## config.mk

```make
export PLATFORM = sky130hd
export DESIGN_NAME = sysrc_ctrl
export DESIGN_NICKNAME = d
export VERILOG_FILES = /design/src/logic/sysrc_pkg.sv /design/src/logic/sysrc_ctrl.sv
export SDC_FILE = /design/constraint.sdc
export NUM_CORES = 1
export LEC_CHECK = 0
export ABC_AREA = 1
export BUFFER_PORTS_ARGS = -buffer_cell sky130_fd_sc_hd__buf_2
export CAP_MARGIN = 20
export CORE_MARGIN = 8
export CORE_UTILIZATION = 35
export DETAILED_ROUTE_END_ITERATION = 12
export GPL_ROUTABILITY_DRIVEN = 0
export PLACE_DENSITY = 0.66
export RECOVER_POWER = 25
export SLEW_MARGIN = 10
export SYNTH_ARGS = -nofsm -noshare
export SYNTH_HDL_FRONTEND = slang
export SYNTH_SLANG_ARGS = --single-unit
export TNS_END_PERCENT = 100
```

## constraint.sdc

```tcl
create_clock -name CLOCK -period 1.65 [get_ports CLOCK]
set_input_delay 0.33 -clock CLOCK [delete_from_list [all_inputs] [get_ports CLOCK]]
set_output_delay 0.33 -clock CLOCK [all_outputs]
set_load 0.02 [all_outputs]
```

## src/logic/sysrc_pkg.sv

```systemverilog
package sysrc_pkg;
    // register byte offsets
    localparam logic [7:0] OFF_CTRL = 8'h00;
    localparam logic [7:0] OFF_PWMDIV = 8'h04;
    localparam logic [7:0] OFF_CAUSE = 8'h08;
    localparam logic [7:0] OFF_RUNEN = 8'h0c;
    localparam logic [7:0] OFF_SLPEN = 8'h10;
    localparam logic [7:0] OFF_SRAM = 8'h14;
    localparam logic [7:0] OFF_ISTAT = 8'h18;
    localparam logic [7:0] OFF_IMASK = 8'h1c;
    localparam logic [7:0] OFF_STAT = 8'h20;
    // control fields
    localparam int CTRL_AUTOGATE = 0;
    localparam int CTRL_USBPLL = 1;
    localparam int CTRL_SWRST = 2;
    localparam logic [1:0] CTRL_RST = 2'h0;
    // reset-cause bit positions, shared by cause, status and mask
    localparam int N_CAUSES = 6;
    localparam int cause_external_pin = 0;
    localparam int cause_power_on = 1;
    localparam int cause_brown_out = 2;
    localparam int cause_watchdog_expiry = 3;
    localparam int cause_software_request = 4;
    localparam int cause_regulator_fault = 5;
    localparam logic [5:0] CAUSE_RST = 6'h02;
    // divider ratio encodings: ratio is two to the power of the code
    localparam logic [2:0] pwm_clock_ratio_one = 3'h0;
    localparam logic [2:0] pwm_clock_ratio_two = 3'h1;
    localparam logic [2:0] pwm_clock_ratio_four = 3'h2;
    localparam logic [2:0] pwm_clock_ratio_eight = 3'h3;
    localparam logic [2:0] pwm_clock_ratio_sixteen = 3'h4;
    localparam logic [2:0] pwm_clock_ratio_thirty_two = 3'h5;
    localparam logic [2:0] pwm_clock_ratio_sixty_four = 3'h6;
    localparam logic [2:0] PWMDIV_RST = pwm_clock_ratio_one;
    // timing
    localparam int CLK_PERIOD_NS = 4;
    localparam int SWRST_TIME_NS = 20;
    localparam int SWRST_CYCLES = (SWRST_TIME_NS + CLK_PERIOD_NS - 1) / CLK_PERIOD_NS;
    // bus answers
    localparam logic [1:0] RESP_OKAY = 2'h0;
    localparam logic [1:0] RESP_SLVERR = 2'h2;
endpackage

```

## src/logic/sysrc_ctrl.sv

```systemverilog
// Notes on behaviour
// - peripheral pwm clock is the system clock divided by 1,2,4,...,64
// - divider setting reads back as the last legal code written
// - pwm clock is always a fixed fraction of the system clock
// - software reset resets processor, peripherals and all registers except the cause record to defaults; interrupt status is left holding only the software bit
// - software reset keeps the cause record but adds the software bit
// - six cause bits, read together as one word
// - cause bits stick until cleared by software or an external reset
// - clearing a subset clears only those bits; later resets set them again
// - automatic gating in sleep keeps only sleep-marked peripherals clocked, they wake
// - without automatic gating, sleep leaves every enabled peripheral clocked
// - usb pll power-down stops the phy; usb registers stay reachable
// - sram size in bytes is readable
// - sleep marking is kept but ignored while automatic gating is off
//
// Added by the designer: the address map and the AXI4-Lite interface to the registers.
`timescale 1ns/1ns
module sysrc_ctrl #(
    parameter int N_PERIPH = 32,
    parameter logic [31:0] SRAM_BYTES = 32'h00010000
) (
    // clock and power-on reset
    input wire logic CLOCK,
    input wire logic SRST,
    // axi4-lite write
    input wire logic AWVALID,
    output logic AWREADY,
    input wire logic [7:0] AWADDR,
    input wire logic WVALID,
    output logic WREADY,
    input wire logic [31:0] WDATA,
    input wire logic [3:0] WSTRB,
    output logic BVALID,
    input wire logic BREADY,
    output logic [1:0] BRESP,
    // axi4-lite read
    input wire logic ARVALID,
    output logic ARREADY,
    input wire logic [7:0] ARADDR,
    output logic RVALID,
    input wire logic RREADY,
    output logic [31:0] RDATA,
    output logic [1:0] RRESP,
    // reset sources from pins and analog monitors
    input wire logic RST_EXT_PIN,
    input wire logic RST_BROWN_OUT,
    input wire logic RST_WATCHDOG,
    input wire logic RST_REG_FAULT,
    // processor and peripherals
    input wire logic CPU_SLEEP,
    input wire logic [N_PERIPH-1:0] PERIPH_IRQ,
    output logic [N_PERIPH-1:0] PERIPH_CLK_EN,
    output logic WAKE_REQ,
    output logic SYS_RST_OUT,
    output logic PWM_CLK_EN,
    output logic USB_PLL_PWR,
    output logic IRQ
);
    // run and sleep enables each live in one 32-bit register word
    if (N_PERIPH < 1 || N_PERIPH > 32) begin : g_periph_check
        $error("N_PERIPH must be 1..32");
    end

    localparam int N_CAUSE_W = sysrc_pkg::N_CAUSES;
    logic [3:0] src_a_r, src_b_r, src_c_r, src_a_nxt, src_b_nxt, src_c_nxt;
    logic [N_CAUSE_W-1:0] ev;
    logic [1:0] ctrl_r, ctrl_nxt;
    logic [2:0] pwmdiv_r, pwmdiv_nxt, sel_r, sel_nxt;
    logic [5:0] cnt_r, cnt_nxt, mask6;
    logic tick;
    logic [5:0] cause_r, cause_nxt, istat_r, istat_nxt, imask_r, imask_nxt;
    logic [N_PERIPH-1:0] runen_r, runen_nxt, slpen_r, slpen_nxt, clken_nxt;
    logic [2:0] swcnt_r, swcnt_nxt;
    logic swrst_go;
    logic aw_full_r, aw_full_nxt, w_full_r, w_full_nxt, wr_fire;
    logic [7:0] awaddr_r, awaddr_nxt;
    logic [31:0] wdata_r, wdata_nxt, wmask, rd_val;
    logic rd_ok, wr_ok;
    logic awready_nxt, wready_nxt, bvalid_nxt, arready_nxt, rvalid_nxt;
    logic [1:0] bresp_nxt, rresp_nxt;
    logic [31:0] rdata_nxt;
    logic wake_nxt, rst_out_nxt, usb_nxt, irq_nxt;
    logic [5:0] wr_cause_clr, wr_istat_clr;

    // event edges: third stage only compares after the two-flop synchroniser
    always_comb begin
        src_a_nxt = {RST_REG_FAULT, RST_WATCHDOG, RST_BROWN_OUT, RST_EXT_PIN};
        src_b_nxt = src_a_r;
        src_c_nxt = src_b_r;
        ev = '0;
        ev[sysrc_pkg::cause_external_pin] = src_b_r[0] & ~src_c_r[0];
        ev[sysrc_pkg::cause_brown_out] = src_b_r[1] & ~src_c_r[1];
        ev[sysrc_pkg::cause_watchdog_expiry] = src_b_r[2] & ~src_c_r[2];
        ev[sysrc_pkg::cause_regulator_fault] = src_b_r[3] & ~src_c_r[3];
        ev[sysrc_pkg::cause_software_request] = swrst_go;
    end

    // divided pwm clock
    always_comb begin
        mask6 = 6'((7'h01 << sel_r) - 7'h01);
        tick = (cnt_r == mask6);
        cnt_nxt = tick ? 6'h00 : 6'(cnt_r + 6'h01);
        sel_nxt = tick ? pwmdiv_r : sel_r;
    end

    // bus slave and register file
    always_comb begin
        wmask = {{8{WSTRB[3]}}, {8{WSTRB[2]}}, {8{WSTRB[1]}}, {8{WSTRB[0]}}};
        aw_full_nxt = aw_full_r | (AWVALID & AWREADY);
        w_full_nxt = w_full_r | (WVALID & WREADY);
        awaddr_nxt = (AWVALID & AWREADY) ? AWADDR : awaddr_r;
        wdata_nxt = (WVALID & WREADY) ? (WDATA & wmask) : wdata_r;
        wr_fire = aw_full_r & w_full_r & ~BVALID;
        bvalid_nxt = BVALID & ~BREADY;
        bresp_nxt = BRESP;
        ctrl_nxt = ctrl_r;
        pwmdiv_nxt = pwmdiv_r;
        runen_nxt = runen_r;
        slpen_nxt = slpen_r;
        imask_nxt = imask_r;
        wr_cause_clr = '0;
        wr_istat_clr = '0;
        swrst_go = 1'b0;
        wr_ok = 1'b1;
        if (wr_fire) begin
            aw_full_nxt = 1'b0;
            w_full_nxt = 1'b0;
            bvalid_nxt = 1'b1;
            case (awaddr_r)
                sysrc_pkg::OFF_CTRL: begin
                    ctrl_nxt = wdata_r[1:0];
                    swrst_go = wdata_r[sysrc_pkg::CTRL_SWRST];
                end
                sysrc_pkg::OFF_PWMDIV: begin
                    if (wdata_r[2:0] <= sysrc_pkg::pwm_clock_ratio_sixty_four) begin
                        pwmdiv_nxt = wdata_r[2:0];
                    end
                end
                sysrc_pkg::OFF_CAUSE: wr_cause_clr = wdata_r[5:0];
                sysrc_pkg::OFF_RUNEN: runen_nxt = wdata_r[N_PERIPH-1:0];
                // marking kept regardless of gating mode
                sysrc_pkg::OFF_SLPEN: slpen_nxt = wdata_r[N_PERIPH-1:0];
                sysrc_pkg::OFF_ISTAT: wr_istat_clr = wdata_r[5:0];
                sysrc_pkg::OFF_IMASK: imask_nxt = wdata_r[5:0];
                sysrc_pkg::OFF_SRAM, sysrc_pkg::OFF_STAT: wr_ok = 1'b1;
                default: wr_ok = 1'b0;
            endcase
            bresp_nxt = wr_ok ? sysrc_pkg::RESP_OKAY : sysrc_pkg::RESP_SLVERR;
        end
        if (swrst_go) begin
            ctrl_nxt = sysrc_pkg::CTRL_RST;
            pwmdiv_nxt = sysrc_pkg::PWMDIV_RST;
            runen_nxt = '0;
            slpen_nxt = '0;
            imask_nxt = '0;
        end
        // external reset wipes the record, then sets win over clears
        cause_nxt = ev[sysrc_pkg::cause_external_pin] ? 6'h00 : (cause_r & ~wr_cause_clr);
        cause_nxt = cause_nxt | ev;
        istat_nxt = (swrst_go ? 6'h00 : (istat_r & ~wr_istat_clr)) | ev;
        awready_nxt = ~aw_full_nxt;
        wready_nxt = ~w_full_nxt;
        rd_val = '0;
        rd_ok = 1'b1;
        case (ARADDR)
            sysrc_pkg::OFF_CTRL: rd_val[1:0] = ctrl_r;
            sysrc_pkg::OFF_PWMDIV: rd_val[2:0] = pwmdiv_r;
            sysrc_pkg::OFF_CAUSE: rd_val[5:0] = cause_r;
            sysrc_pkg::OFF_RUNEN: rd_val[N_PERIPH-1:0] = runen_r;
            sysrc_pkg::OFF_SLPEN: rd_val[N_PERIPH-1:0] = slpen_r;
            sysrc_pkg::OFF_SRAM: rd_val = SRAM_BYTES;
            sysrc_pkg::OFF_ISTAT: rd_val[5:0] = istat_r;
            sysrc_pkg::OFF_IMASK: rd_val[5:0] = imask_r;
            sysrc_pkg::OFF_STAT: rd_val[2:0] = {CPU_SLEEP, USB_PLL_PWR, SYS_RST_OUT};
            default: rd_ok = 1'b0;
        endcase
        rvalid_nxt = RVALID & ~RREADY;
        rdata_nxt = RDATA;
        rresp_nxt = RRESP;
        if (ARVALID & ARREADY) begin
            rvalid_nxt = 1'b1;
            rdata_nxt = rd_val;
            rresp_nxt = rd_ok ? sysrc_pkg::RESP_OKAY : sysrc_pkg::RESP_SLVERR;
        end
        arready_nxt = ~rvalid_nxt;
    end

    // outputs toward the rest of the chip
    always_comb begin
        clken_nxt = runen_r & ((CPU_SLEEP & ctrl_r[sysrc_pkg::CTRL_AUTOGATE]) ?
                               slpen_r : {N_PERIPH{1'b1}});
        wake_nxt = CPU_SLEEP & |(PERIPH_IRQ & PERIPH_CLK_EN);
        usb_nxt = ctrl_r[sysrc_pkg::CTRL_USBPLL];
        irq_nxt = |(istat_r & imask_r);
        swcnt_nxt = swcnt_r;
        if (swrst_go) begin
            swcnt_nxt = 3'(sysrc_pkg::SWRST_CYCLES);
        end else if (swcnt_r != 3'h0) begin
            swcnt_nxt = 3'(swcnt_r - 3'h1);
        end
        rst_out_nxt = (swcnt_nxt != 3'h0);
    end

    always_ff @(posedge CLOCK) begin
        src_a_r <= src_a_nxt;
        src_b_r <= src_b_nxt;
        src_c_r <= src_c_nxt;
        if (SRST) begin
            ctrl_r <= sysrc_pkg::CTRL_RST;
            pwmdiv_r <= sysrc_pkg::PWMDIV_RST;
            sel_r <= sysrc_pkg::PWMDIV_RST;
            cnt_r <= 6'h00;
            // power-on leaves only its own bit
            cause_r <= sysrc_pkg::CAUSE_RST;
            istat_r <= 6'h00;
            imask_r <= 6'h00;
            runen_r <= '0;
            slpen_r <= '0;
            swcnt_r <= 3'h0;
            aw_full_r <= 1'b0;
            w_full_r <= 1'b0;
            awaddr_r <= 8'h00;
            wdata_r <= 32'h00000000;
            AWREADY <= 1'b1;
            WREADY <= 1'b1;
            BVALID <= 1'b0;
            BRESP <= 2'h0;
            ARREADY <= 1'b1;
            RVALID <= 1'b0;
            RDATA <= 32'h00000000;
            RRESP <= 2'h0;
            PERIPH_CLK_EN <= '0;
            WAKE_REQ <= 1'b0;
            SYS_RST_OUT <= 1'b0;
            PWM_CLK_EN <= 1'b0;
            USB_PLL_PWR <= 1'b0;
            IRQ <= 1'b0;
        end else begin
            ctrl_r <= ctrl_nxt;
            pwmdiv_r <= pwmdiv_nxt;
            sel_r <= sel_nxt;
            cnt_r <= cnt_nxt;
            cause_r <= cause_nxt;
            istat_r <= istat_nxt;
            imask_r <= imask_nxt;
            runen_r <= runen_nxt;
            slpen_r <= slpen_nxt;
            swcnt_r <= swcnt_nxt;
            aw_full_r <= aw_full_nxt;
            w_full_r <= w_full_nxt;
            awaddr_r <= awaddr_nxt;
            wdata_r <= wdata_nxt;
            AWREADY <= awready_nxt;
            WREADY <= wready_nxt;
            BVALID <= bvalid_nxt;
            BRESP <= bresp_nxt;
            ARREADY <= arready_nxt;
            RVALID <= rvalid_nxt;
            RDATA <= rdata_nxt;
            RRESP <= rresp_nxt;
            PERIPH_CLK_EN <= clken_nxt;
            WAKE_REQ <= wake_nxt;
            SYS_RST_OUT <= rst_out_nxt;
            // tick pulses once every 2^sel_r system clocks
            PWM_CLK_EN <= tick;
            USB_PLL_PWR <= usb_nxt;
            IRQ <= irq_nxt;
        end
    end
endmodule // sysrc_ctrl

```

# Word-level counts from Yosys, hierarchy flattened
# Cells that the tools add are included.
# word_totals
regBits	231
in_bits	96
output_inout_bits	78
# classes
addsub	3
magnitude_cmp	1
n_eq_ne	17
n_shift	1
n_mux	24
bitwise	35
reduce_logical	15
# op_table
op	count
bitwise AND 32 bit	3
case mux 26 bit (3 select lines)	1
equality test 8 x 5 -> 1 bit, second input constant	8
2-to-1 mux 6 bit	6
equality test 8 x 4 -> 1 bit, second input constant	4
2-to-1 mux 32 bit	1
OR reduction 32 bit	1
bitwise AND 6 bit	3
OR reduction 9 bit	2
equality test 8 x 3 -> 1 bit, second input constant	2
equality test 8 x 6 -> 1 bit, second input constant	2
logical NOT 8 bit	2
case mux 2 bit (8 select lines)	1
case mux 3 bit (5 select lines)	1
bitwise AND 1 bit	13
inverter 6 bit	2
bitwise OR 6 bit	2
inverter 1 bit	10
2-to-1 mux 1 bit	9
AND reduction 2 bit	4
case mux 1 bit (7 select lines)	1
adder 6 x 1 -> 6 bit, second input constant	1
equality test 6 bit	1
2-to-1 mux 3 bit	2
other kinds (10)	14

# Logic depth before layout (Yosys ltp)
# depth
ltp_word	7
ltp_mapped	11
depth_no_buf	11

# Least setup slack after synthesis
# No wires, ideal clock.
# synth_timing
path_type	reg-to-reg
startpoint	register BVALID
endpoint	register runen_r[12]
t_arrival_ns	1.351
path_slack_ns	0.220
path_stages_with_launch	9
synth_period_minus_slack_ns	1.430
cell_sequence	dfxtp_1 nor2_4 inv_2 nor2_2 nand2_1 buf_6 buf_2 nor2_1 a211oi_2
# synth_via
elab_chain_len	4
elab_cells_between_ends	5
classes_between	1 x mux; 2 x bitwise; 2 x reduce/logical
# synth_lines
item	line	rtl
from (decl)	sysrc_ctrl.sv:33	output logic BVALID,
from (signal assigned)	sysrc_ctrl.sv:255	BVALID <= bvalid_nxt;
inverter 1 bit (*)	sysrc_ctrl.sv:113	wr_fire = aw_full_r & w_full_r & ~BVALID;
bitwise AND 1 bit (*)	sysrc_ctrl.sv:113	
2-to-1 mux 1 bit	sysrc_ctrl.sv:125	if (wr_fire) begin
OR reduction 2 bit (no line)	--	
to (signal assigned)	sysrc_ctrl.sv:246	runen_r <= runen_nxt;
to (decl)	sysrc_ctrl.sv:72	logic [N_PERIPH-1:0] runen_r, runen_nxt, slpen_r, slpen_nxt, clken_nxt;
# Every way passes the cells marked *; elsewhere a longest branch is shown, timed or not.
# A chain may end at the register's enable or synchronous reset.

# Final worst setup path
# layout_timing
startpoint	register awaddr_r[4]
endpoint	register runen_r[26]
# layout_via
elab_chain_len	4
elab_cells_between_ends	6
classes_between	1 x eq/ne; 2 x mux; 3 x reduce/logical
# layout_lines
item	line	rtl
from (decl)	sysrc_ctrl.sv:76	logic [7:0] awaddr_r, awaddr_nxt;
from (signal assigned)	sysrc_ctrl.sv:251	awaddr_r <= awaddr_nxt;
logical NOT 8 bit	sysrc_ctrl.sv:129	case (awaddr_r)
2-to-1 mux 1 bit	sysrc_ctrl.sv:129	
2-to-1 mux 1 bit	sysrc_ctrl.sv:125	
OR reduction 2 bit (no line)	--	
# Parallel ways exist; a longest one is shown, timed or not.

==> summary.txt <==
Synth
  – Synth area leader: dfxtp_1
  – Yosys reg bits: ~230
  – Synth top cells by count: dfxtp_1 (229), nand2_1 (213), nor2_1 (146)
  – Synthesized cell area: between 9000 and 10000 µm²
  – Share of the synthesized area in the top cell type: 0.503
  – Register area share after synthesis: 0.503
  – Yosys warns: 0
  – Fraction of registers with async set/reset: 0
  – Most numerous cell in the Yosys netlist: dfxtp_1
  – Syn avg cell area: 7.95 µm²
  – Ys flop type: dfxtp_1
  – Netlist cell types: 37
  – Largest cells by area after synthesis: dfxtp_1 (50%), nand2_1 (8.8%), nor2_1 (6.0%), a21oi_1 (5.7%), inv_1 (4.3%)
  – EDFF count, synth: 0
  – Post-Syn Instances: 1147

Timing
  – Final hold violations: 0
  – Worst-margin pin slew: ~600 ps
  – Max_slew headroom: 0.605
  – Final setup violation count: 0
  – RSZ-0062 raised after global routing: true
  – Clk_skew: between 20 and 30 ps
  – Slew Limit Fails: 0
  – Fin crit share: 0.954
  – Final min period: approximately 1600 ps
  – Fmax: approximately 0.64 GHz

Pwr
  – Power Total: approximately 12 mW
  – LEAKAGE: roughly 4.7 nW
  – Pwr Density: about 1100 nW/µm²
  – Peak supply drop: 0.000645 V

GRT
  – Largest net degree at the start of global routing: 57
  – Antenna violations before repair: 2
  – Vias in the first global route: a little under 8000
  – All-Layer GR Usage: 0.163
  – First-pass GRT wire length: roughly 42000 µm
  – Total gr overflow: 0

CTS
  – Root buffer selected by CTS: clkbuf_16
  – Clock Sinks: around 230
  – Clock Tree Buf Depth: 3
  – CTS tree: yes
  – Clk Latency, worst-skew pair: between 500 and 600 ps
  – Reg clk slew, reported paths: approximately 60 ps
  – Total CTS buffers: 25
  – Number of H-tree levels: 1

Critical path
  – Setup CP Type: register to register
  – Critical path arrival: roughly 2000 ps
  – CP required: about 2000 ps
  – Critical path capture point type: register
  – Reg2reg setup slack: about 75 ps
  – Startpoint types: register
  – Crit path max fanout: 17

Die
  – Die Width: around 180 µm
  – Core area: roughly 26000 µm²
  – # IOs: between 150 and 200
  – Die extent in y: about 180 µm
  – FP Rows: around 60
  – Die ar.: ~31000 µm²
  – Initial Util: 0.353

Final layout
  – Layout Utilization: 0.438
  – Area delta synth->final: 24.0%
  – Post-Layout Cell Count: around 1700
  – Fill cell count: between 2000 and 3000
  – Design area: 11300 µm²
  – Final net count: 1421
  – Layout cells sized above 1: 0.219

Detailed routing
  – DR pass1 iterations: 5
  – Drt drc: 0
  – Vias per cell: between 4 and 5
  – Avg WL per Cell: between 15 and 20 µm
  – DR vias: approximately 8300
  – DR iter-0 viols: about 560
  – Post-Route WL: 26900 µm
  – Antenna Violating Nets Remaining: 0

Job
  – Max Cap Viol: 0

Run status
  – Status: finished clean

Placed design
  – Post-DP HPWL: about 19000 µm
  – Placed Area: about 10000 µm²
  – PortBufs: about 170
  – Placed insts: around 1600

Hold path
  – Worst min path class: input pin to register
-- power breakdown --
group	leakage (nW)	switching [mW]	internal (mW)	total, mW
sequential	1.86	0.0972	5.68	5.78
clock	0.407	2.20	3.43	5.63
combinational	2.42	0.593	0.320	0.913
total	4.69	2.89	9.43	12.3
-- worst max-delay path, cell delays in order, from the launching register on --
cell       delay [ps]
dfxtp_1           320
inv_2             100
nand4_1           200
nor2_2            200
nand3_2           160
nand2_8           160
clkbuf_16         230
a211oi_2           50
-- cell families (layout without fill, tap and decap cells) --
family          Yosys count  count (layout)  share of synthesized area
fa+ha+maj                 4               4                    0.00549
compound gates          270             270                      0.186
simple gates            458             458                      0.212
buf+inv                 175             363                     0.0842
xor+xnor                 10              10                    0.00960
flops                   229             229                      0.503
other cells               1               3                   0.000411
-- layout by cell type, fill, tap and decap left out, drive strengths merged --
master       instances
ha                   4
xnor2                4
o21a                 3
buf                198
o31ai                1
o21ai               65
o211ai               6
dfxtp              229
a21oi              103
a211oi              62
nand2              216
nor2               153
a41oi                2
inv                110
xor2                 6
bufinv               4
nor3                 6
nand3b               3
o22ai               28
clkinvlp             1
or2                  1
clkinv              10
dlygate4sd3          4
conb                 2
clkbuf              36
diode                1
nand3               68
nand4               11
-- state kept, by name (all words and copies together) (netlist names), 2 cells and up --
| register | cells |
|---|---|
| pwmdiv_r | 3 |
| awaddr_r | 8 |
| slpen_r | 32 |
| runen_r | 32 |
| istat_r | 6 |
| sel_r | 3 |
| ctrl_r | 2 |
| cnt_r | 6 |
| src_c_r | 4 |
| cause_r | 6 |
| PERIPH_CLK_EN | 32 |
| RDATA | 32 |
| wdata_r | 32 |
| swcnt_r | 3 |
| imask_r | 6 |
| src_b_r | 4 |
| src_a_r | 4 |
-- metal layers --
metal  vias to the layer above  GRT usage  wire length [µm]
li1                       4138          -                 -
met1                      3834      0.210             11800
met2                       267      0.265             12300
met3                        45     0.0368              2080
met4                         2     0.0545               699
met5                         -          0                13
-- worst paths after layout --
kind | from | endpoint | cells past startpoint
max | awaddr_r[4]$_SDFFE_PP0P_ | runen_r[26]$_SDFFE_PP0P_ | 7
min | BREADY | BVALID$_SDFF_PP0_ | 4
max reg2reg | awaddr_r[4]$_SDFFE_PP0P_ | runen_r[26]$_SDFFE_PP0P_ | 7
min reg2reg | src_a_r[2]$_DFF_P_ | src_b_r[2]$_DFF_P_ | 0
-- metrics by stage --
| step | setup WS, ps | hold WS, ps | TNS [ps] |
|---|---|---|---|
| finish | 75.2 | 59.4 | 0 |
| global route | -16.2 | 68.7 | -141 |
| CTS | 89.9 | 37.1 | 0 |
| detailed placement | 118 | 315 | 0 |
| global placement | 150 | 314 | 0 |
| floorplan | 220 | 310 | 0 |
-- area by class of cell --
| class | instances | area (µm²) | area share |
|---|---|---|---|
| sequential | 229 | 4580 | 0.405 |
| multi-input combinational | 744 | 3800 | 0.336 |
| timing repair buffer | 209 | 1260 | 0.112 |
| clock buffer | 29 | 651 | 0.0575 |
| inverter | 112 | 420 | 0.0372 |
| tap | 335 | 419 | 0.0371 |
| clock inverter | 13 | 171 | 0.0152 |
| antenna | 1 | 2.50 | 0.000221 |
-- repair_timing --
item,CTS,global route
resized for setup,1,5
gates cloned,0,2
setup buffers,0,0
endpoints found under the setup margin,1,57
hold endpoints to repair,4,0
hold buffers,4,0
(Power assumes the default switching activity.)
